<file path="src/hdl/kte_pkg.sv">
// Constants, timing figures and state types of the keyless entry and theft alarm controller.
// Assumes a single 200 MHz system clock; every duration is built from the shared tick.
//
// Overview of operation
// - Panic message sounds horn and flasher 27 s.
// - Any button message stops running panic alarm.
// - Panic message stops a sounding theft alarm.
// - Theft trigger during panic swaps to theft alarm.
// - Panic in armed-type states keeps theft state.
// - Battery restored while armed starts theft alarm.
// - Unlock, no door opened 30 s: relock, arm.
// - Lock command locks doors, activates theft mode.
// - Five codes max, register only keyless, tool.
// - Registration suppresses outputs from received codes.
// - Registration learns codes from panic messages only.
// - Lock output at once; closed, locked: arm, blink twice.
// - Remote unlock energises unlock relay 0.5 s.
// - Blink hazard once only if all doors unlocked.
// - Unlock lights lamp 30 s; lock ends it.
// - Theft alarm pulses 1 s for 27 s.
// - Door opened while armed triggers theft alarm.
// - Remote unlock or engine start cancels armed.

package kte_pkg;

  // Clock and tick.
  localparam int CLK_HZ = 200_000_000;
  localparam int TICK_MS = 10;
  localparam int TICK_CYCLES = CLK_HZ / 1000 * TICK_MS;
  // Cycles after reset release until the second synchroniser stage holds the pins.
  localparam logic [1:0] BOOT_SAMPLE = 2'h2;

  // Durations in their own units, then in ticks.
  localparam int PANIC_S = 27;
  localparam int ALARM_S = 27;
  localparam int ALARM_PERIOD_MS = 1000;
  localparam int RELOCK_S = 30;
  localparam int LAMP_S = 30;
  localparam int UNLOCK_MS = 500;
  localparam int BLINK_MS = 500;
  localparam int LOCK_PULSE_MS = 500;

  localparam logic [15:0] PANIC_TICKS = 16'(PANIC_S * 1000 / TICK_MS);
  localparam logic [15:0] ALARM_TICKS = 16'(ALARM_S * 1000 / TICK_MS);
  localparam logic [15:0] ALARM_HALF_TICKS = 16'(ALARM_PERIOD_MS / 2 / TICK_MS);
  localparam logic [15:0] RELOCK_TICKS = 16'(RELOCK_S * 1000 / TICK_MS);
  localparam logic [15:0] LAMP_TICKS = 16'(LAMP_S * 1000 / TICK_MS);
  localparam logic [15:0] UNLOCK_TICKS = 16'(UNLOCK_MS / TICK_MS);
  localparam logic [15:0] BLINK_TICKS = 16'(BLINK_MS / TICK_MS);
  localparam logic [15:0] LOCK_TICKS = 16'(LOCK_PULSE_MS / TICK_MS);

  // Code store.
  localparam int CODE_W = 24;
  localparam int CODE_SLOTS = 5;
  localparam logic [2:0] SLOTS_MAX = 3'h5;

  // Received message kinds.
  localparam logic [1:0] MSG_LOCK = 2'h0;
  localparam logic [1:0] MSG_UNLOCK = 2'h1;
  localparam logic [1:0] MSG_PANIC = 2'h2;

  // Theft-deterrent states.
  typedef enum logic [2:0] {
    KTE_NORMAL,
    KTE_ARMED_READY,
    KTE_ARMED,
    KTE_WARNING,
    KTE_WARN_DONE,
    KTE_RELOCK_READY
  } kte_mode_t;

endpackage

</file>
<file path="src/hdl/kte_ctrl.sv">
// Top of the keyless entry, theft deterrent and panic alarm controller.
// Assumes radio messages arrive as a code plus kind with a one-cycle strobe on clk_sys;
// door, lock, ignition and tool inputs are raw pins and are synchronised here.
`timescale 1ns/100ps

module kte_ctrl (
  input wire logic clk_sys,
  input wire logic srst,
  input wire logic msg_valid,
  input wire logic [1:0] msg_kind,
  input wire logic [23:0] msg_code,
  input wire logic door_open_in,
  input wire logic doors_locked_in,
  input wire logic doors_unlocked_in,
  input wire logic key_in_in,
  input wire logic engine_run_in,
  input wire logic lamp_door_sel_in,
  input wire logic tool_learn_in,
  input wire logic tool_clear_in,
  input wire logic stored_armed,
  output logic lock_relay,
  output logic unlock_relay,
  output logic horn,
  output logic hazard,
  output logic room_lamp,
  output logic learning,
  output logic armed_state
);

  ////////////////////////////////////////////////////////////////////////////
  // Two-stage synchronisers for all pin inputs.
  logic [8:0] sync1;
  logic [8:0] sync2;

  always_ff @(posedge clk_sys) begin
    if (srst) begin
      sync1 <= '0;
      sync2 <= '0;
    end else begin
      sync1 <= {door_open_in, doors_locked_in, doors_unlocked_in, key_in_in, engine_run_in,
                lamp_door_sel_in, tool_learn_in, tool_clear_in, stored_armed};
      sync2 <= sync1;
    end
  end

  logic door_open;
  logic doors_locked;
  logic doors_unlocked;
  logic key_in;
  logic engine_run;
  logic lamp_sel;
  logic tool_learn;
  logic tool_clear;
  logic armed_strap;
  assign {door_open, doors_locked, doors_unlocked, key_in, engine_run, lamp_sel, tool_learn,
          tool_clear, armed_strap} = sync2;

  ////////////////////////////////////////////////////////////////////////////
  // Shared prescaler producing one tick per tick period.
  typedef struct packed {
    logic [21:0] pre;
    logic tick;
    kte_pkg::kte_mode_t mode;
    logic panic;
    logic powerup;
    logic [1:0] boot_cnt;
    logic door_prev;
    logic [1:0] blinks_left;
    logic alarm_phase;
    logic lock_relay;
    logic unlock_relay;
    logic horn;
    logic hazard;
    logic room_lamp;
    logic learning;
    logic armed_state;
  } kte_top_t;

  kte_top_t r;
  kte_top_t next_r;

  // Decoded events.
  logic known;
  logic [2:0] code_count;
  logic ok_msg;
  logic m_lock;
  logic m_unlock;
  logic m_panic;
  logic learn_now;
  logic registering;

  // Learning only with the key out and the tool asking for it.
  assign registering = tool_learn && !key_in;
  assign learn_now = registering && msg_valid && msg_kind == kte_pkg::MSG_PANIC;
  assign ok_msg = msg_valid && known && !registering;
  assign m_lock = ok_msg && msg_kind == kte_pkg::MSG_LOCK;
  assign m_unlock = ok_msg && msg_kind == kte_pkg::MSG_UNLOCK;
  assign m_panic = ok_msg && msg_kind == kte_pkg::MSG_PANIC;

  kte_code_store u_store (
    .clk_sys(clk_sys),
    .srst(srst),
    .learn(learn_now),
    .clear(tool_clear && registering),
    .code(msg_code),
    .known(known),
    .count(code_count)
  );

  ////////////////////////////////////////////////////////////////////////////
  // Timers for the timed outputs (three for the horn) and one for the relock, all driven by the same tick.
  logic trig;
  logic panic_start;
  logic alarm_start;
  logic alarm_stop;
  logic relock_start;
  logic half_start;
  logic blink_start;
  logic panic_busy;
  logic panic_done;
  logic alarm_busy;
  logic alarm_done;
  logic relock_busy;
  logic relock_done;
  logic lamp_busy;
  logic unl_busy;
  logic lockp_busy;
  logic half_done;
  logic blink_busy;
  logic blink_done;

  // The panic timer follows the next panic flag, so its stop never beats the start cycle.
  kte_timer u_panic (.clk_sys(clk_sys), .srst(srst), .tick(r.tick), .start(panic_start),
    .stop(!next_r.panic), .load(kte_pkg::PANIC_TICKS),
    .busy(panic_busy), .done(panic_done));
  kte_timer u_alarm (.clk_sys(clk_sys), .srst(srst), .tick(r.tick), .start(alarm_start),
    .stop(alarm_stop), .load(kte_pkg::ALARM_TICKS), .busy(alarm_busy), .done(alarm_done));
  kte_timer u_half (.clk_sys(clk_sys), .srst(srst), .tick(r.tick), .start(half_start),
    .stop(1'b0), .load(kte_pkg::ALARM_HALF_TICKS), .busy(), .done(half_done));
  kte_timer u_relock (.clk_sys(clk_sys), .srst(srst), .tick(r.tick), .start(m_unlock),
    .stop(door_open || key_in || m_lock), .load(kte_pkg::RELOCK_TICKS),
    .busy(relock_busy), .done(relock_done));
  kte_timer u_lamp (.clk_sys(clk_sys), .srst(srst), .tick(r.tick), .start(m_unlock && lamp_sel),
    .stop(m_lock), .load(kte_pkg::LAMP_TICKS), .busy(lamp_busy), .done());
  // A newer remote command ends the opposite relay pulse; otherwise lock would mask a later unlock.
  kte_timer u_unl (.clk_sys(clk_sys), .srst(srst), .tick(r.tick), .start(m_unlock),
    .stop(m_lock || relock_start), .load(kte_pkg::UNLOCK_TICKS), .busy(unl_busy), .done());
  kte_timer u_lockp (.clk_sys(clk_sys), .srst(srst), .tick(r.tick), .start(m_lock || relock_start),
    .stop(m_unlock), .load(kte_pkg::LOCK_TICKS), .busy(lockp_busy), .done());
  kte_timer u_blink (.clk_sys(clk_sys), .srst(srst), .tick(r.tick), .start(blink_start),
    .stop(1'b0), .load(kte_pkg::BLINK_TICKS), .busy(blink_busy), .done(blink_done));

  ////////////////////////////////////////////////////////////////////////////
  // Theft trigger: a door opening edge while armed or after a finished warning.
  // An edge, so a door left open after the warning does not restart the alarm at once.
  assign trig = door_open && !r.door_prev &&
                (r.mode == kte_pkg::KTE_ARMED || r.mode == kte_pkg::KTE_WARN_DONE);
  assign relock_start = relock_done && !door_open && !key_in;
  assign alarm_start = trig || r.powerup;
  assign alarm_stop = m_lock || m_unlock || m_panic || (r.mode != kte_pkg::KTE_WARNING && !alarm_start);
  assign panic_start = m_panic && !r.panic;
  assign half_start = alarm_start || (half_done && r.mode == kte_pkg::KTE_WARNING);
  assign blink_start = (r.blinks_left != 2'h0 && !blink_busy) || (blink_done && r.blinks_left > 2'h1);

  // Main state, panic, blink and output logic.
  always_comb begin
    next_r = r;
    next_r.powerup = 1'b0;
    next_r.door_prev = door_open;
    // The stored state is taken once the second synchroniser stage holds it.
    if (r.boot_cnt <= kte_pkg::BOOT_SAMPLE) begin
      next_r.boot_cnt = r.boot_cnt + 2'h1;
    end
    if (r.boot_cnt == kte_pkg::BOOT_SAMPLE) begin
      next_r.powerup = armed_strap;
    end
    // Prescaler for the shared tick.
    if (r.pre == 22'(kte_pkg::TICK_CYCLES - 1)) begin
      next_r.pre = 22'h000000;
      next_r.tick = 1'b1;
    end else begin
      next_r.pre = r.pre + 22'h000001;
      next_r.tick = 1'b0;
    end
    // Blink phases count down; odd counts are lit, so three gives two flashes with a gap.
    if (blink_done && r.blinks_left != 2'h0) begin
      next_r.blinks_left = r.blinks_left - 2'h1;
    end
    case (r.mode)
      kte_pkg::KTE_NORMAL, kte_pkg::KTE_ARMED_READY, kte_pkg::KTE_RELOCK_READY: begin
        if (m_lock) begin
          if (!door_open && doors_locked) begin
            next_r.mode = kte_pkg::KTE_ARMED;
            next_r.blinks_left = 2'h3;
          end else begin
            next_r.mode = kte_pkg::KTE_ARMED_READY;
          end
        end else if (r.mode == kte_pkg::KTE_ARMED_READY && (key_in || !doors_locked)) begin
          next_r.mode = kte_pkg::KTE_NORMAL;
        end else if (m_unlock) begin
          next_r.mode = kte_pkg::KTE_RELOCK_READY;
        end else if (relock_start) begin
          next_r.mode = kte_pkg::KTE_ARMED;
          next_r.blinks_left = 2'h3;
        end else if (r.mode == kte_pkg::KTE_RELOCK_READY && !relock_busy) begin
          next_r.mode = kte_pkg::KTE_NORMAL;
        end
      end
      kte_pkg::KTE_ARMED, kte_pkg::KTE_WARN_DONE: begin
        if (m_unlock || engine_run) begin
          next_r.mode = kte_pkg::KTE_NORMAL;
        end else if (trig) begin
          next_r.mode = kte_pkg::KTE_WARNING;
        end else if (m_lock) begin
          next_r.mode = kte_pkg::KTE_ARMED;
          next_r.blinks_left = 2'h3;
        end
      end
      kte_pkg::KTE_WARNING: begin
        if (m_unlock || engine_run) begin
          next_r.mode = kte_pkg::KTE_NORMAL;
        end else if (m_lock || m_panic || alarm_done || key_in) begin
          next_r.mode = kte_pkg::KTE_WARN_DONE;
        end
      end
      default: begin
        next_r.mode = kte_pkg::KTE_NORMAL;
      end
    endcase
    // A power-up restore while armed behaves as a trigger in armed mode.
    if (r.powerup) begin
      next_r.mode = kte_pkg::KTE_WARNING;
    end
    if (m_unlock && doors_unlocked) begin
      next_r.blinks_left = 2'h1;
    end
    // Panic runs alongside the theft state; it leaves armed modes untouched, but a panic message ends a warning.
    if (panic_start) begin
      next_r.panic = 1'b1;
    end else if (m_lock || m_unlock || m_panic || panic_done || trig) begin
      next_r.panic = 1'b0;
    end
    if (alarm_start) begin
      next_r.alarm_phase = 1'b1;
    end else if (half_done) begin
      next_r.alarm_phase = !r.alarm_phase;
    end
    next_r.lock_relay = lockp_busy;
    next_r.unlock_relay = unl_busy && !lockp_busy;
    next_r.horn = (r.mode == kte_pkg::KTE_WARNING && alarm_busy && r.alarm_phase) || r.panic;
    next_r.hazard = next_r.horn || (blink_busy && r.blinks_left[0]);
    next_r.room_lamp = lamp_busy && !m_lock;
    next_r.learning = registering;
    next_r.armed_state = (r.mode == kte_pkg::KTE_ARMED);
  end

  // The controller state record r registers here; reset leaves it normal, unarmed and silent.
  always_ff @(posedge clk_sys) begin
    if (srst) begin
      r <= '0;
    end else begin
      r <= next_r;
    end
  end

  assign lock_relay = r.lock_relay;
  assign unlock_relay = r.unlock_relay;
  assign horn = r.horn;
  assign hazard = r.hazard;
  assign room_lamp = r.room_lamp;
  assign learning = r.learning;
  assign armed_state = r.armed_state;
endmodule

</file>
<file path="src/hdl/kte_timer.sv">
// One down-counter timer driven by the shared tick.
// Assumes tick is a one-cycle pulse from the same clock domain.
`timescale 1ns/100ps

module kte_timer (
  input wire logic clk_sys,
  input wire logic srst,
  input wire logic tick,
  input wire logic start,
  input wire logic stop,
  input wire logic [15:0] load,
  output logic busy,
  output logic done
);

  typedef struct packed {
    logic [15:0] count;
    logic done;
  } kte_tmr_t;

  kte_tmr_t r;
  kte_tmr_t next_r;

  ////////////////////////////////////////////////////////////////////////////
  // Start reloads even while running, so a repeated request restarts it.
  always_comb begin
    next_r = r;
    next_r.done = 1'b0;
    if (stop) begin
      next_r.count = 16'h0000;
    end else if (start) begin
      next_r.count = load;
    end else if (tick && r.count != 16'h0000) begin
      next_r.count = r.count - 16'h0001;
      next_r.done = (r.count == 16'h0001);
    end
  end

  always_ff @(posedge clk_sys) begin
    if (srst) begin
      r <= '0;
    end else begin
      r <= next_r;
    end
  end

  assign busy = (r.count != 16'h0000);
  assign done = r.done;

endmodule

</file>
<file path="src/hdl/kte_code_store.sv">
// Store of learned transmitter codes, with a match lookup.
// Assumes codes arrive with a one-cycle valid strobe from the same clock.
`timescale 1ns/100ps

module kte_code_store (
  input wire logic clk_sys,
  input wire logic srst,
  input wire logic learn,
  input wire logic clear,
  input wire logic [23:0] code,
  output logic known,
  output logic [2:0] count
);

  typedef struct packed {
    logic [kte_pkg::CODE_SLOTS-1:0][kte_pkg::CODE_W-1:0] slot;
    logic [2:0] count;
  } kte_store_t;

  kte_store_t r;
  kte_store_t next_r;

  ////////////////////////////////////////////////////////////////////////////
  // Learning stops at the last slot; a duplicate code is not stored twice.
  always_comb begin
    next_r = r;
    if (clear) begin
      next_r.count = 3'h0;
    end else if (learn && !known && r.count < kte_pkg::SLOTS_MAX) begin
      next_r.slot[r.count] = code;
      next_r.count = r.count + 3'h1;
    end
  end

  always_comb begin
    known = 1'b0;
    for (int i = 0; i < kte_pkg::CODE_SLOTS; i++) begin
      if (3'(i) < r.count && r.slot[i] == code) begin
        known = 1'b1;
      end
    end
  end

  always_ff @(posedge clk_sys) begin
    if (srst) begin
      r <= '0;
    end else begin
      r <= next_r;
    end
  end

  assign count = r.count;

endmodule

</file>
<file path="config.mk">
export PLATFORM = sky130hd
export DESIGN_NAME = kte_ctrl
export DESIGN_NICKNAME = d
export VERILOG_FILES = /design/src/hdl/kte_pkg.sv /design/src/hdl/kte_ctrl.sv /design/src/hdl/kte_timer.sv /design/src/hdl/kte_code_store.sv
export SDC_FILE = /design/constraint.sdc
export NUM_CORES = 1
export LEC_CHECK = 0
export ABC_AREA = 1
export BUFFER_PORTS_ARGS = -buffer_cell sky130_fd_sc_hd__buf_2
export CORE_AREA = 2 2 169 171
export CTS_CLUSTER_DIAMETER = 150
export DETAILED_ROUTE_END_ITERATION = 16
export DIE_AREA = 0 0 171 173
export PLACE_DENSITY = 0.82
export RECOVER_POWER = 50
export SLEW_MARGIN = 20
export SYNTH_ARGS = -nofsm -noshare
export SYNTH_HDL_FRONTEND = slang
export SYNTH_SLANG_ARGS = --single-unit
</file>
<file path="constraint.sdc">
create_clock -name clk_sys -period 4 [get_ports clk_sys]
set_input_delay 0.8 -clock clk_sys [delete_from_list [all_inputs] [get_ports clk_sys]]
set_output_delay 0.8 -clock clk_sys [all_outputs]
set_load 0.02 [all_outputs]
</file>
After elaboration in Yosys (flattened, before gate mapping)

Index checks and enable logic that the tools add are counted.

Register bits: 315
Input bits: 38
Output and inout bits: 7
Logic and storage cells: 284

Add/sub/neg operators: 12
Order comparisons: 10
Equality and inequality tests: 29
Muxes and demuxes: 53
Bitwise gates (word level): 8
Reductions and logical operators: 125

Operators by type and width:

| kind                    | count |
|---|---|
| $eq A16 B1 Y1 const B   | 8 |
| $reduce_bool A16 Y1     | 8 |
| $sub A16 B1 Y16 const B | 8 |
| $bwmux W120             | 1 |
| $eq A24 B24 Y1          | 5 |
| $demux W24 S3           | 1 |
| $mux W13                | 4 |
| $mux W12                | 4 |
| $logic_and A1 B1 Y1     | 45 |
| $mux W3                 | 10 |
| $mux W7                 | 4 |
| $reduce_or A2 Y1        | 14 |
| $mux W24                | 1 |
| $mux W6                 | 4 |
| $reduce_or A3 Y1        | 8 |
| $add A22 B1 Y22 const B | 1 |
| $eq A22 B21 Y1 const B  | 1 |
| $mux W2                 | 11 |
| $reduce_bool A2 Y1      | 10 |
| $logic_or A1 B1 Y1      | 19 |
| $logic_not A1 Y1        | 13 |
| $reduce_or A4 Y1        | 3 |
| $mux W1                 | 11 |
| $pmux W3 S3             | 1 |
| 28 further kinds        | 42 |

Depth between registers and ports, before layout

Gate-level depths: netlist (run 1).

Depth in word-level cells: 18
Mapped depth: 20
Gate-level depth less buffers: 19

Cells and area by module

A second synthesis (run 1) with hierarchy kept.

Cell total of the unflattened synthesis: 3164
Area, all modules: 19693.9 um2

By module, submodules not included:

| module                    | instances | cells an instance | area each (um2) | sequential area each (um2) |
|---|---|---|---|---|
| kte_timer at u_alarm ...  | 6         | 199               | 1246.2          | 340.3 |
| kte_code_store            | 1         | 1199              | 7055.5          | 2462.4 |
| kte_ctrl                  | 1         | 367               | 2628.8          | 1181.1 |
| kte_timer at u_relock ... | 2         | 202               | 1266.2          | 340.3 |

Worst setup path before layout (run 1)

No wires, ideal clock.

Path type: input-to-reg
Start: input port msg_code[1]
End: register u_panic.r[9] (netlist bit)
Arrival time: 2.500 ns
Data required time: 3.927 ns
Path slack: 1.427 ns
Stages on the path: 14
Buffers on the path: 3
Cells stage by stage: buf_4 > xor2_1 > a21oi_1 > nand3_1 > nor2_1 > nand3_1 > nand3_4 > nand3_2 > or2_0 > buf_6 > a21oi_4 > nand2_2 > buf_6 > nor3_4

Longest elaborated chain between the ends: 18
Elaborated cells on any way between the ends: 29

RTL lines:

| element                                | RTL line                       | text |
|---|---|---|
| start: declaration                     | kte_ctrl.sv:11                 | `input wire logic [23:0] msg_code,` |
| $eq A24 B24 Y1                         | kte_code_store.sv:38           | `if (3'(i) < r.count && r.slot[i] == code) begin` |
| $logic_and A1 B1 Y1                    | kte_code_store.sv:38           |  |
| $mux W1 (4 in a row)                   | kte_code_store.sv:38           |  |
| $mux W1 *                              | kte_code_store.sv:38           |  |
| $logic_and A1 B1 Y1 * (2 in a row)     | kte_ctrl.sv:95                 | `assign ok_msg = msg_valid && known && !registering;` |
| $logic_and A1 B1 Y1 (on tied branches) | kte_ctrl.sv:96, kte_ctrl.sv:97 |  |
| $logic_or A1 B1 Y1 (4 in a row)        | kte_ctrl.sv:240                | `end else if (m_lock \|\| m_unlock \|\| m_panic \|\| panic_done \|\| trig) begin` |
| $mux W1                                | kte_ctrl.sv:240                |  |
| $mux W1                                | kte_ctrl.sv:238                | `if (panic_start) begin` |
| $not A1 Y1 (no line)                   | n/a                            |  |
| $reduce_or A3 Y1 (no line) *           | n/a                            |  |
| end signal: assignment                 | kte_timer.sv:43                | `r <= next_r;` |
| end: declaration                       | kte_timer.sv:21                | `kte_tmr_t r;` |

Every way passes the cells marked *; elsewhere a longest branch is shown, timed or not.
A chain may end at the register's enable or synchronous reset.

Worst setup path in the final report (run 1)

Start: input port msg_code[21]
End: register u_panic.r (netlist bit u_panic.done)

Longest elaborated chain between the ends: 18
Elaborated cells on any way between the ends: 29

RTL lines:

| element                                | RTL line |
|---|---|
| $eq A24 B24 Y1                         | kte_code_store.sv:38 |
| $logic_and A1 B1 Y1                    | kte_code_store.sv:38 |
| $mux W1 (4 in a row)                   | kte_code_store.sv:38 |
| $mux W1 *                              | kte_code_store.sv:38 |
| $logic_and A1 B1 Y1 * (2 in a row)     | kte_ctrl.sv:95 |
| $logic_and A1 B1 Y1 (on tied branches) | kte_ctrl.sv:96, kte_ctrl.sv:97 |
| $logic_or A1 B1 Y1 (4 in a row)        | kte_ctrl.sv:240 |
| $mux W1                                | kte_ctrl.sv:240 |
| $mux W1                                | kte_ctrl.sv:238 |
| $not A1 Y1 (no line)                   | n/a |
| $reduce_or A4 Y1 (no line) *           | n/a |

Marks and branches as above.

==> results of run 1 <==
Yosys cell counts, drive strengths merged:
cell,instances
nor4,13
a211oi,1
dfxtp,315
o211ai,3
o31ai,5
nand4,23
o22ai,4
nand3b,4
xnor2,29
o21ai,153
xor2,86
inv,296
or3,3
buf,42
a31oi,20
nand3,82
nand2,343
a21oi,210
or2,22
nor3b,12
nor2,324
clkbuf,35
and3,4
and2,2
ha,21
a221oi,1
o21a,3
nor3,49
sequential cells by signal (all words and copies together) (netlist names), 3 cells and up:
register	cells
r	34
u_alarm.r	16
u_store.count	3
sync2	9
u_lamp.r	16
sync1	9
u_store.r	120
u_lockp.r	16
u_relock.r	16
u_half.r	16
u_blink.r	16
u_panic.r	16
u_unl.r	16
routing by layer:
layer	up-vias	track usage, %
met4	4	8.65
met2	350	38.2
met5	-	0
met3	79	3.80
met1	6031	29.3
li1	6738	-
worst max-delay path, delay by kind of cell:
| kind | cells | cell delay, ns |
|---|---|---|
| AND/OR/NAND/NOR | 13 | 2.25 |
| buffers and inverters | 2 | 0.49 |
| AO/OA/AOI/OAI | 1 | 0.25 |
stage by stage:
step	setup WS (ns)	instance area, sq um	utilization [%]
2_1_floorplan	1.43	15100	-
3_5_place_dp	0.407	15400	55.7
5_1_grt	0.355	16600	60.1
3_3_place_gp	0.555	15400	55.7
6_report	0.613	16600	60.1
4_1_cts	0.894	16700	60.3
cell families after synthesis:
family          Yosys count
simple gates            881
compound gates          400
buf+inv                 373
flops                   315
xor+xnor                115
fa+ha+maj                21
path summary, 6_finish.rpt:
path | start | end
max reg2reg | u_store.count[2]$_SDFFE_PP0P_ | u_store.r[35]$_SDFFE_PP0P_
min | sync1[0]$_SDFF_PP0_ | sync2[0]$_SDFF_PP0_
max | msg_code[21] | u_panic.done$_SDFF_PP0_
min reg2reg | sync1[0]$_SDFF_PP0_ | sync2[0]$_SDFF_PP0_
where the power goes:
group          internal, mW  total (mW)  switching (mW)
combinational         0.128       0.403           0.274
sequential             3.17        3.20          0.0258
clock                  2.18        3.46            1.28
final cells by class:
class | count | share of cell area (%)
repair buffers | 55 | 1.84
clock inverters | 13 | 1.20
multi-input cells | 1417 | 43.0
flip-flops and latches | 315 | 38.0
clock buffers | 50 | 6.41
diodes | 4 | 0.0603
inverters | 296 | 6.73
well taps | 378 | 2.85
==> results.txt, run 1 <==
- Outcome: finished with violations
* Violations in the final reports: max-capacitance violations, max-slew violations
- Layout filler cell count: around 2400
* Master cell of the clock root buffer: clkbuf_16
* Cell repeated most along the worst path: nand2_1
- Aggregate routed wire length: approximately 33 mm
- The first global-routing pass estimated approximately 57 mm of wire.
- Proportion of layout cells with a drive suffix above 1: slightly below 8%
- Synth top area share: 41.9%
- Synth top area cells: dfxtp_1 (42%), nand2_1 (8.5%), nor2_1 (7.9%)
- Distinct cell type count of the synthesized netlist: 47
- The number of global-route vias before repair was 12726.
- The area growth from synthesis to layout is 10.4%.
- The net count of the finished layout is 2179.
- STA classifies the critical path endpoint as a register.
- Maximum clock skew at final layout: about 0.011 ns
- Footprint of the multi-input gates: roughly 0.0071 sq mm
- Combinational family with the most area after synthesis: simple AND/OR/NAND/NOR gates
- The synthesized netlist devotes around a quarter of its cell area to simple gates.
- In this run the static leakage power is roughly 7.0 nW.
* Highest-count cells in the layout ignoring fill and taps: nand2_1 (339), nor2_1 (317), dfxtp_1 (315), inv_1 (271), a21oi_1 (205)
- TritonCTS built the clock tree.
- The die covers slightly below 0.03 sq mm.
- Syn_nets: roughly 2200
- Clock sink total: 315
* Nature of the critical path startpoint: input port
- Final hold analysis gives a worst-case slack of 0.403 ns.
- For this run, design rule violations remaining after detail routing come to 0.
* Count of boundary I/O pins: 45
* Classification of the worst setup path: input port to register
- Final count of negative-setup-slack endpoints: 0
- Summed over all nets, the half-perimeter wirelength after detailed placement is between 20 and 25 mm.
- Cell taking the most area after synthesis: dfxtp_1
- Initial standard-cell utilization of the core: 54.5%
- Average vias per placed instance: 5.22
* Placed cells: between 2000 and 2500
* Starting DRT DRC Count: 1022
* Antenna violations before repair: 6
* Horizontal extent of the die: between 150 and 200 microns
* CP Data Arrival Time: about 3.8 ns
- Number of buffers between clock root and the deepest sink: 3
- During placement, the flow inserted port buffers numbering between 40 and 50.
* Final critical delay including setup and external delays: roughly 3.4 ns
* Final cell count without fillers: around 2500
- Number of optimization iterations in the first detailed-route pass: 7
- Proportion of synthesized chip area in sequential cells: a little over two fifths
* R2R setup slack: 0.82 ns
- ANT nets after route: 0
- In this run the core area contains 61 standard-cell rows.
- Routability congestion estimate from global placement: between 0.8 and 0.9
- Multiplexer cells account for 0% of the synthesized area.
* Final number of max-transition violations: 45
* Clock transition time at the flip-flop clock pins of the worst setup and hold paths: approximately 0.06 ns
* Top metal layer carrying routed signals: met5
- Path class of the lowest-slack min-delay path: register to register
- Post-CTS Hold Buffers: 0
- Of the total synthesized cell area, the portion taken by full adders, half adders and majority gates is under 10%.
* MaxCap Viol Count: 1
- Buffers added to address setup during post-CTS repair amount to 0.
- The routed layout has 13202 vias.
- The routed design uses 15.3 mm of met2 wire.
* Syn_area_per_cell: about 7.1 sq um
- Entering global routing, the biggest net connects between 100 and 150 pins.
* Fmax: approximately 300 MHz
* Flops & latches, synth: about 320
- The die is 173 microns tall.
- The cell area that synthesis handed to floorplanning was between 0.015 and 0.02 sq mm.
* Power density over cell area: ~420 mW/mm^2
* List of cells traversed by the critical path: clkbuf_1 > inv_2 > nand2_1 > nand2_1 > nor2_1 > nand2_1 > nor2_1 > nand3_1 > nand2_1 > nand2_2 > nand3_1 > nand3_1 > or2_0 > a21oi_4 > nand2_2 > nor3_1
- The slowest stage of the critical path is the or2_0 cell.
* Detailed-route wire length on metal 1: about 15 mm
- Clock tree synthesis inserted a total of 35 buffers.
- For the worst-skew pair, the clock arrives at the later sink with an insertion delay of 0.51 ns.
- Core outline area: approximately 0.028 sq mm
- R2R cell count: 13
- Area of all sequential standard cells: roughly 0.0063 sq mm
- In the synthesized netlist, the number of instances is between 2000 and 2500.
* Required time at the worst-slack endpoint: 4.41 ns
- Unrepaired setup endpoints after global routing: no
- The synthesized netlist devotes about 14% of its cell area to compound gates.
* Max FO, Critical Path: 12
* Setup Total Neg Slack: 0 ns
- Total chip power: 7.06 mW
- Most common cell after layout, fill and taps aside: nand2_1
- Detailed routing placed a total of 1.89 mm of wire on met3.
- At the pin with the least slew margin, the transition time is 2.28 ns.
* Clock H-tree levels: 2
- Summing the areas of all xor and xnor instances in the mapped netlist gives between 6 and 7% of the synthesized area.
- Final hold violation count: 0
- Global routing finished with a remaining overflow of 0.
* Post-CTS sizing: 0
- During synthesis, Yosys emitted a total of 0 warnings.
* Longest individual stage delay on the worst path: between 0.4 and 0.5 ns
- In the final routed layout, each cell accounts on average for 13.1 microns.
- In this run the tightest slew margin relative to its limit is -51.9%.
* Total global routing track utilization: between 20% and 30%
- Ratio of final minimum period to clock period: about 85%
* Worst voltage drop across the vdd grid: roughly 0.39 mV
- The worst hold path was traced through 2 stages.
(Power assumes the default switching activity.)
==> run 2, diff against run 1 <==
Clock period 4 ns to 3.17 ns, I/O delays scaled along.
==> run 2 against run 1 <==
Compared with the run above: die area unchanged; combinational power increased by 27%; register-to-register slack worse by 0.55 ns; the run still ends with max-capacitance violations, max-slew violations left; cell count grew 0.16%; first-iteration DRC count decreased by 14%; sequential power increased by 26%.
==> results.txt, run 2 (same netlist as run 1, synthesis figures left out) <==
- Setup repair after global routing left no endpoint under its margin.
* Master cell of the clock root buffer: clkbuf_16
- Horizontal extent of the die: 171 microns (unchanged)
- TritonCTS buffer count: 34 (-2.9%)
- Port Buffer Count: 44 (unchanged)
- Std-Cell Rows: 61 (unchanged)
- Post-place instance area: 0.0155 sq mm (+0.50%)
- Final routed wire length divided by cell count: 12.9 microns (-1.6%)
- The required time at the endpoint of the critical path is 3.59 ns (-0.82 ns).
- Biggest register: u_store.r
- The H-tree depth was 2 (unchanged).
* Antenna violations before repair: 5 (-1)
- The largest registers in the layout are u_store.r x120, r x34.
- The count of TritonRoute iterations in the first routing pass was 5 (-2).
- The count of instances resized after the clock tree is built came to 0 (unchanged).
- The transition time at the pin with the least slew margin came to 1.54 ns (-0.737 ns).
* Overall via count from detail_route: 13137 (-0.49%)
- The run finished, with violations left.
* Final std cell area, no fill: 0.0165 sq mm (-0.59%)
- The power density over the cells was 510 mW/mm^2 (+20%).
- The peak supply drop is 0.439 mV (+12%).
- Wire length of the first global-routing pass: 56.0 mm (-2.1%)
* Ratio of final minimum period to clock period: about 92%
- Maximum number of pins on one net before global-route repair: 113 (-3.4%)
- Full die area: 0.0296 sq mm (unchanged)
- The total negative slack is 0 ns (unchanged).
- Total global routing track utilization: 22.3% (-0.53 points)
- Worst max-slew margin expressed relative to the limit: -2.79% (+49 points)
* Clock latency at the later pin of the worst-skew pair: 0.51 ns (about the same)
- Proportion of layout cells with a drive suffix above 1: 7.81% (-0.018 points)
- Final hold violation count: 0 (unchanged)
- Core outline area: 0.0276 sq mm (unchanged)
* Detail Placement HPWL: 22.5 mm (-1.1%)
- The leakage power was 6.95 nW (-0.63%).
- The final-layout fill cell count was 2461 (+1.5%).
- STA classifies the critical path endpoint as a register.
* DRC errors left: 0 (unchanged)
- The startpoint identified for the worst hold timing path is engine_run_in.
- Area overhead of the layout relative to synthesis: 9.72%
* Average vias per placed instance: 5.19 (-0.65%)
- The number of global-route vias before repair came to 12243 (-3.8%).
- In the layout the commonest cells are nand2_1 (339), nor2_1 (317), dfxtp_1 (315), inv_1 (271), a21oi_1 (205).
- Clock tree from TritonCTS: done
- The checks that failed: max-capacitance violations, max-slew violations.
* Clock sink total: 315 (unchanged)
* ANT nets after route: 0 (unchanged)
* Final layout net count: 2185 (+0.28%)
- The critical-path maximum fanout is 12 (unchanged).
* Starting DRT DRC Count: 882 (-14%)
- The number of max-cap violations came to 1 (unchanged).
- The initial standard-cell utilization of the core came to 54.5% (unchanged).
- The tightest min-delay check is of the input port to register type.
- The critical path is of the register to register type.
* Global route total overflow: 0 (unchanged)
- The I/O pin count is 45 (unchanged).
- STA classifies the critical path startpoint as a register.
* Post-CTS Hold Buffers: 0 (unchanged)
- Number of buffers between clock root and the deepest sink: 3 (unchanged)
- Setup bufs post-CTS: 0 (unchanged)
- Fmax: 344 MHz
* Worst Setup SP: u_store.count[1]$_SDFFE_PP0P_
- CP Data Arrival Time: 3.33 ns (-0.47 ns)
- The global placement routability congestion came to 0.882 (-0.71%).
- Aggregate routed wire length: 32.7 mm (-1.4%)
- Final critical delay including setup and external delays: around 2.9 ns
- The startpoint identified for the worst register-to-register timing path is u_store.count[1]$_SDFFE_PP0P_.
* Most common cell after layout, fill and taps aside: nand2_1
- The total count of max-transition violations in the final report came to 28 (-38%).
* Number of flip-flops under the largest register name: 120 (unchanged)
- The number of failing setup endpoints in the final timing report was 0 (unchanged).
- The height of the die came to 173 microns (unchanged).
* Clock transition time at the flip-flop clock pins of the worst setup and hold paths: 0.06 ns (about the same)
- Maximum clock skew at final layout: 0.0162 ns (+0.00564 ns)
==> run 2: cell count changes in the layout (fill, tap and decap cells not counted), sizes merged <==
cell and delta:
clkinv +2, diode -1, buf +6, bufinv -3
==> run 2: cell type report <==
type,instances,area [sq um],area share (%)
multi-input combinational,1417,7140,43.2
sequential,315,6310,38.2
inverter,296,1120,6.77
clock buffer,49,978,5.93
tap,378,473,2.86
timing repair buffer,62,377,2.28
clock inverter,12,114,0.689
antenna,3,7.51,0.0455
==> run 2: final timing paths <==
| kind | endpoint | slack [ns] | depth (start not counted) |
|---|---|---|---|
| hold / removal | sync1[4]$_SDFF_PP0_ | 0.33 | 3 |
| setup reg to reg | u_panic.r[7]$_SDFFE_PP0P_ | 0.27 | 12 |
| setup / recovery | u_panic.r[7]$_SDFFE_PP0P_ | 0.27 | 12 |
| hold reg to reg | sync2[0]$_SDFF_PP0_ | 0.40 | 2 |
==> run 2: critical path: stages, from the launching register on <==
cell	delay, ns
dfxtp_1	0.44
inv_1	0.12
ha_1	0.20
nand2_1	0.09
nand4_1	0.13
nor2_1	0.21
nand3_1	0.14
nand3_1	0.28
nand3_1	0.19
or2_0	0.31
a21oi_4	0.20
nand2_2	0.27
nor3b_1	0.24
==> run 2: layer usage <==
metal | vias up | part of all wire [%] | GRT usage [%]
li1 | 6751 | - | -
met1 | 6032 | 45 | 29.6
met2 | 288 | 47 | 37.2
met3 | 62 | 6.0 | 3.89
met4 | 4 | 2.1 | 6.00
met5 | - | 0.064 | 0
==> run 2: through the flow <==
stage / worst slack, ns / std cells / utilization (%) / power, mW / hold slack [ns]
after floorplan: 0.763 / 2105 / - / 4.51 / 0.388
final: 0.265 / 2532 / 59.8 / 8.43 / 0.330
after CTS: 0.475 / 2529 / 59.9 / 8.48 / 0.325
after detailed placement: 0.159 / 2468 / 56.0 / 4.63 / 0.396
after global placement: 0.217 / 2468 / 56.0 / 4.61 / 0.392
after global routing: 0.127 / 2530 / 59.8 / 8.74 / 0.347
==> run 2: where the power goes <==
part           internal [mW]  total [mW]  switching, mW  leakage (nW)
Clock                   2.31        3.88           1.57         0.546
Sequential              4.00        4.03         0.0321          2.54
Combinational          0.165       0.513          0.348          3.86
==> run 3, diff against run 2 <==
Settings changed: ABC_AREA 1 to unset, CORE_AREA 2 2 169 171 to 2 2 164 166, DIE_AREA 0 0 171 173 to 0 0 166 168.
==> run 3 against run 2 <==
Compared with the run above: the run now ends clean; first-iteration DRC count shrank 6.7%; combinational power is 6.6% higher; fmax is 5.2% lower; sequential power about the same; die area shrank 5.7%; hold slack better by 0.00071 ns; register-to-register slack worse by 0.16 ns; via count shrank 16%; setup slack got worse by 0.16 ns; non-clock buffer count up 56; core utilization grew 2.2 points; cell count fell by 21%; largest power group unchanged; highest routed layer is now met4.
==> results.txt, run 3 <==
- TritonCTS buffer count: 34 (unchanged)
- Among the stages of the critical path, the cell type that occurs most often is buf_4.
- Cell area after synthesis: 0.0142 sq mm (-5.8%)
- The synthesized-area fraction occupied by ao, oa, aoi and oai cells was 5.30% (-8.7 points).
- Placed cells: 1941 (-21%)
- The power share of the clock group is 46.7% (+0.7 points).
- The worst slew margin relative to its limit is 46.0% (+49 points).
- The I/O pin count is 45 (unchanged).
- Proportion of synthesized chip area in sequential cells: 44.5% (+2.6 points)
- The number of standard cells in the final layout excluding fillers was 2000 (-21%).
* Yosys Warn Count: 0 (unchanged)
- The worst slack on hold paths is 0.331 ns (+0.000705 ns).
- Std-Cell Rows: 60 (-1.6%)
* Port Buffer Count: 44 (unchanged)
- Clock latency at the later pin of the worst-skew pair: 0.52 ns (about the same)
- In this run the clock root is driven by a clkbuf_16.
- The global placement routability congestion was 0.900 (+2.0%).
- The largest registers in the layout are u_store.r x120, r x34.
* Proportion of synthesized area in mux cells: 8.47% (+8.5 points)
* Final routed wire length divided by cell count: 15.6 microns (+21%)
- The post-synth net total was 1614 (-25%).
- Final number of max-transition violations: 0 (-100%)
* DRC errors left: 0 (unchanged)
- Proportion of layout cells with a drive suffix above 1: 11.0% (+3.2 points)
- The iteration-0 DRC count of the detailed router was 823 (-6.7%).
- Worst path slowest cell: or4_1
- The number of antenna violations at the first check in global routing came to 0 (-5).
- The setup slack after placement came to -0.249 ns (-0.407 ns).
- The net total in the final layout came to 1695 (-22%).
- The net switching component of the power came to 1.92 mW (-1.3%).
* Flops & latches, synth: 315 (unchanged)
* Ratio of final minimum period to clock period: 96.6% (+5.0 points)
- More flip-flops sit in one register than any other, and that register is u_store.r.
- Initial standard-cell utilization of the core: 53.8% (-0.69 points)
- The switching portion of total power came to 22.3% (-0.81 points).
- Most instantiated library cell after synthesis: dfxtp_1
- Full die area: 0.0279 sq mm (-5.7%)
* Clock H-tree levels: 2 (unchanged)
- Traced cell by cell, the critical path runs through nor3b_1 > buf_4 > or4_1 > nor4_2 > buf_4 > a22oi_1 > nand4_1 > a21oi_1 > or3_1 > a2111oi_1 > a211oi_1.
- Horizontal extent of the die: 166 microns (-2.9%)
- Xor-xnor portion of the synthesized cell area: 15.6% (+8.9 points)
* Synth top area cells: dfxtp_1 (44%), xnor2_1 (10%), mux2i_1 (8.5%)
* Final critical delay including setup and external delays: 3.06 ns (+0.158 ns)
* Number of flip-flops under the largest register name: 120 (unchanged)
* Area overhead of the layout relative to synthesis: 15.2%
* CP Data Arrival Time: 3.43 ns (+0.10 ns)
- Final std cell area, no fill: 0.0163 sq mm (-1.1%)
- In the synthesized netlist the dominant register cell turns out to be dfxtp_1.
- Final count of negative-setup-slack endpoints: 0 (unchanged)
- Number of synthesized flops with an enable pin: 0 (unchanged)
* Utilization of the core after routing: 62.0% (+2.2 points)
- Setup repair after global routing could not meet its margin everywhere.
- The leakage power came to 6.87 nW (-1.2%).
* Maximum number of pins on one net before global-route repair: 157 (+39%)
- Path class of the lowest-slack min-delay path: input port to register
* Worst voltage drop across the vdd grid: 0.467 mV (+6.4%)
* Synth top area share: 44.5% (+2.6 points)
- Measured slew at the worst slew-check pin: 0.803 ns (-0.739 ns)
- Height of the die: 168 microns (-2.9%)
* Power density over cell area: 528 mW/mm^2 (+3.5%)
* Longest individual stage delay on the worst path: 0.55 ns (+0.11 ns)
- The critical-path maximum fanout was 5 (-7).
* Outcome: completed
- Clock sink total: 315 (unchanged)
* Final critical-path setup slack: 0.107 ns (-0.158 ns)
- Wire length of the first global-routing pass: 52.4 mm (-6.4%)
* Cell taking the most area after synthesis: dfxtp_1
- Synth cell count leaders: dfxtp_1 (315), nor2_1 (287), xnor2_1 (163)
- The mean area per synthesized cell is 9.11 sq um (+27%).
- Post-place instance area: 0.0152 sq mm (-1.9%)
- Clock tree from TritonCTS: done
- STA classifies the critical path endpoint as a register.
- The number of max-cap violations is 0 (-1).
- Relative contribution of sequential cells to total power: 46.9% (-1.0 points)
- ANT nets after route: 0 (unchanged)
* Distinct cell type count of the synthesized netlist: 54 (+15%)
- The power share of the combinational group was 6.3% (+0.2 points).
* Required time at the worst-slack endpoint: 3.53 ns (-0.06 ns)
- The internal power of the cells was 6.70 mW (+3.4%).
* Combinational family with the most area after synthesis: simple AND/OR/NAND/NOR gates
- Number of optimization iterations in the first detailed-route pass: 5 (unchanged)
- Async S/R FF share, synth: 0% (unchanged)
- The HPWL reported at the end of detailed placement is 21.3 mm (-5.2%).
- Leaving out fill and tap cells, the most frequent cell in the layout is dfxtp_1.
* Setup bufs post-CTS: 0 (unchanged)
- The via count of the routed design came to 10994 (-16%).
* Global route total overflow: 0 (unchanged)
- The critical path is of the register to register type.
* Number of buffers between clock root and the deepest sink: 3 (unchanged)
* Average vias per placed instance: 5.50 (+5.9%)
* Total global routing track utilization: 22.4% (+0.19 points)
- Simple-gate share of the synthesized area: 20.8% (-4.4 points)
* Clock transition time at the flip-flop clock pins of the worst setup and hold paths: 0.06 ns (about the same)
- Nature of the critical path startpoint: register
* Fmax: 326 MHz (-5.2%)
* Core outline area: 0.0264 sq mm (-4.6%)
- The number of global-route vias before repair came to 10810 (-12%).
- The number of diodes is 0 (-3).
- The gate count of the mapped netlist is 1555 (-26%).
- Layout filler cell count: 2088 (-15%)
- Maximum clock skew at final layout: 0.0280 ns (+0.0118 ns)
- Highest-count cells in the layout ignoring fill and taps: dfxtp_1 (314), nor2_1 (287), xnor2_1 (163), mux2i_1 (120), xor2_1 (89)
- Final hold violation count: 0 (unchanged)
- The arithmetic-cell share of the synthesized area counting full adders, half adders and majority gates came to 1.85% (+0.11 points).
* Post-CTS Hold Buffers: 0 (unchanged)
- Aggregate routed wire length: 31.1 mm (-4.8%)
==> run 3: stage by stage <==
| step | power, mW | setup TNS (ns) |
|---|---|---|
| after floorplan | 4.48 | 0 |
| after global placement | 4.66 | -5.14 |
| after detailed placement | 4.67 | -10.59 |
| after CTS | 8.69 | 0 |
| after global routing | 8.91 | -0.0186 |
| final | 8.62 | 0 |
==> run 3: logic make-up after synthesis <==
group | count (synthesis)
AOI/OAI and AO/OA | 119
xor gates and xnor gates | 252
adders and majority gates | 21
buffers and inverters | 111
DFF | 315
muxes | 120
and+or+nand+nor | 617
==> run 3: final cells by class <==
| cell class | count | area (sq um) | share of cell area, % |
|---|---|---|---|
| clock inverter | 8 | 138 | 0.843 |
| clock buffer | 51 | 1020 | 6.22 |
| sequential | 315 | 6310 | 38.6 |
| timing repair buffer | 118 | 916 | 5.61 |
| tap | 341 | 427 | 2.61 |
| multi-input combinational | 1129 | 7380 | 45.2 |
| inverter | 38 | 143 | 0.874 |
==> run 3: worst paths after layout <==
path	start	cells after the start	endpoint	slack [ns]
setup / recovery	u_store.count[2]$_SDFFE_PP0P_	11	r[16]$_SDFFE_PP0P_	0.11
setup reg to reg	u_store.count[2]$_SDFFE_PP0P_	11	r[16]$_SDFFE_PP0P_	0.11
hold reg to reg	sync1[8]$_SDFF_PP0_	1	sync2[8]$_SDFF_PP0_	0.43
hold / removal	tool_clear_in	2	sync1[1]$_SDFF_PP0_	0.33
==> run 3: what timing repair did <==
item	CTS	global route
resized for setup	0	5
hold endpoints to repair	0	0
endpoints found under the setup margin	0	8
==> run 3: routing by layer <==
metal	vias to the layer above	track usage (%)	routed length, microns
met5	-	0	0
met1	5196	28.7	13900
met4	0	9.11	1070
met3	78	3.95	1710
met2	290	37.7	14500
li1	5430	-	-
==> run 3: power by group through the flow <==
| stage | clock, mW | sequential (mW) | combinational (mW) |
|---|---|---|---|
| final | 4.03 | 4.05 | 0.547 |
| after detailed placement | 0 | 4.13 | 0.533 |
| after global placement | 0 | 4.13 | 0.527 |
| after CTS | 4.10 | 4.05 | 0.539 |
| after floorplan | 0 | 4.11 | 0.365 |
| after global routing | 4.26 | 4.05 | 0.600 |
==> run 3: critical path, delay by kind of cell (launching register included) <==
| kind | cells | cell delay (ns) |
|---|---|---|
| flip-flops | 1 | 0.37 |
| AO/OA/AOI/OAI | 4 | 0.78 |
| buffers and inverters | 2 | 0.31 |
| AND/OR/NAND/NOR | 5 | 1.45 |
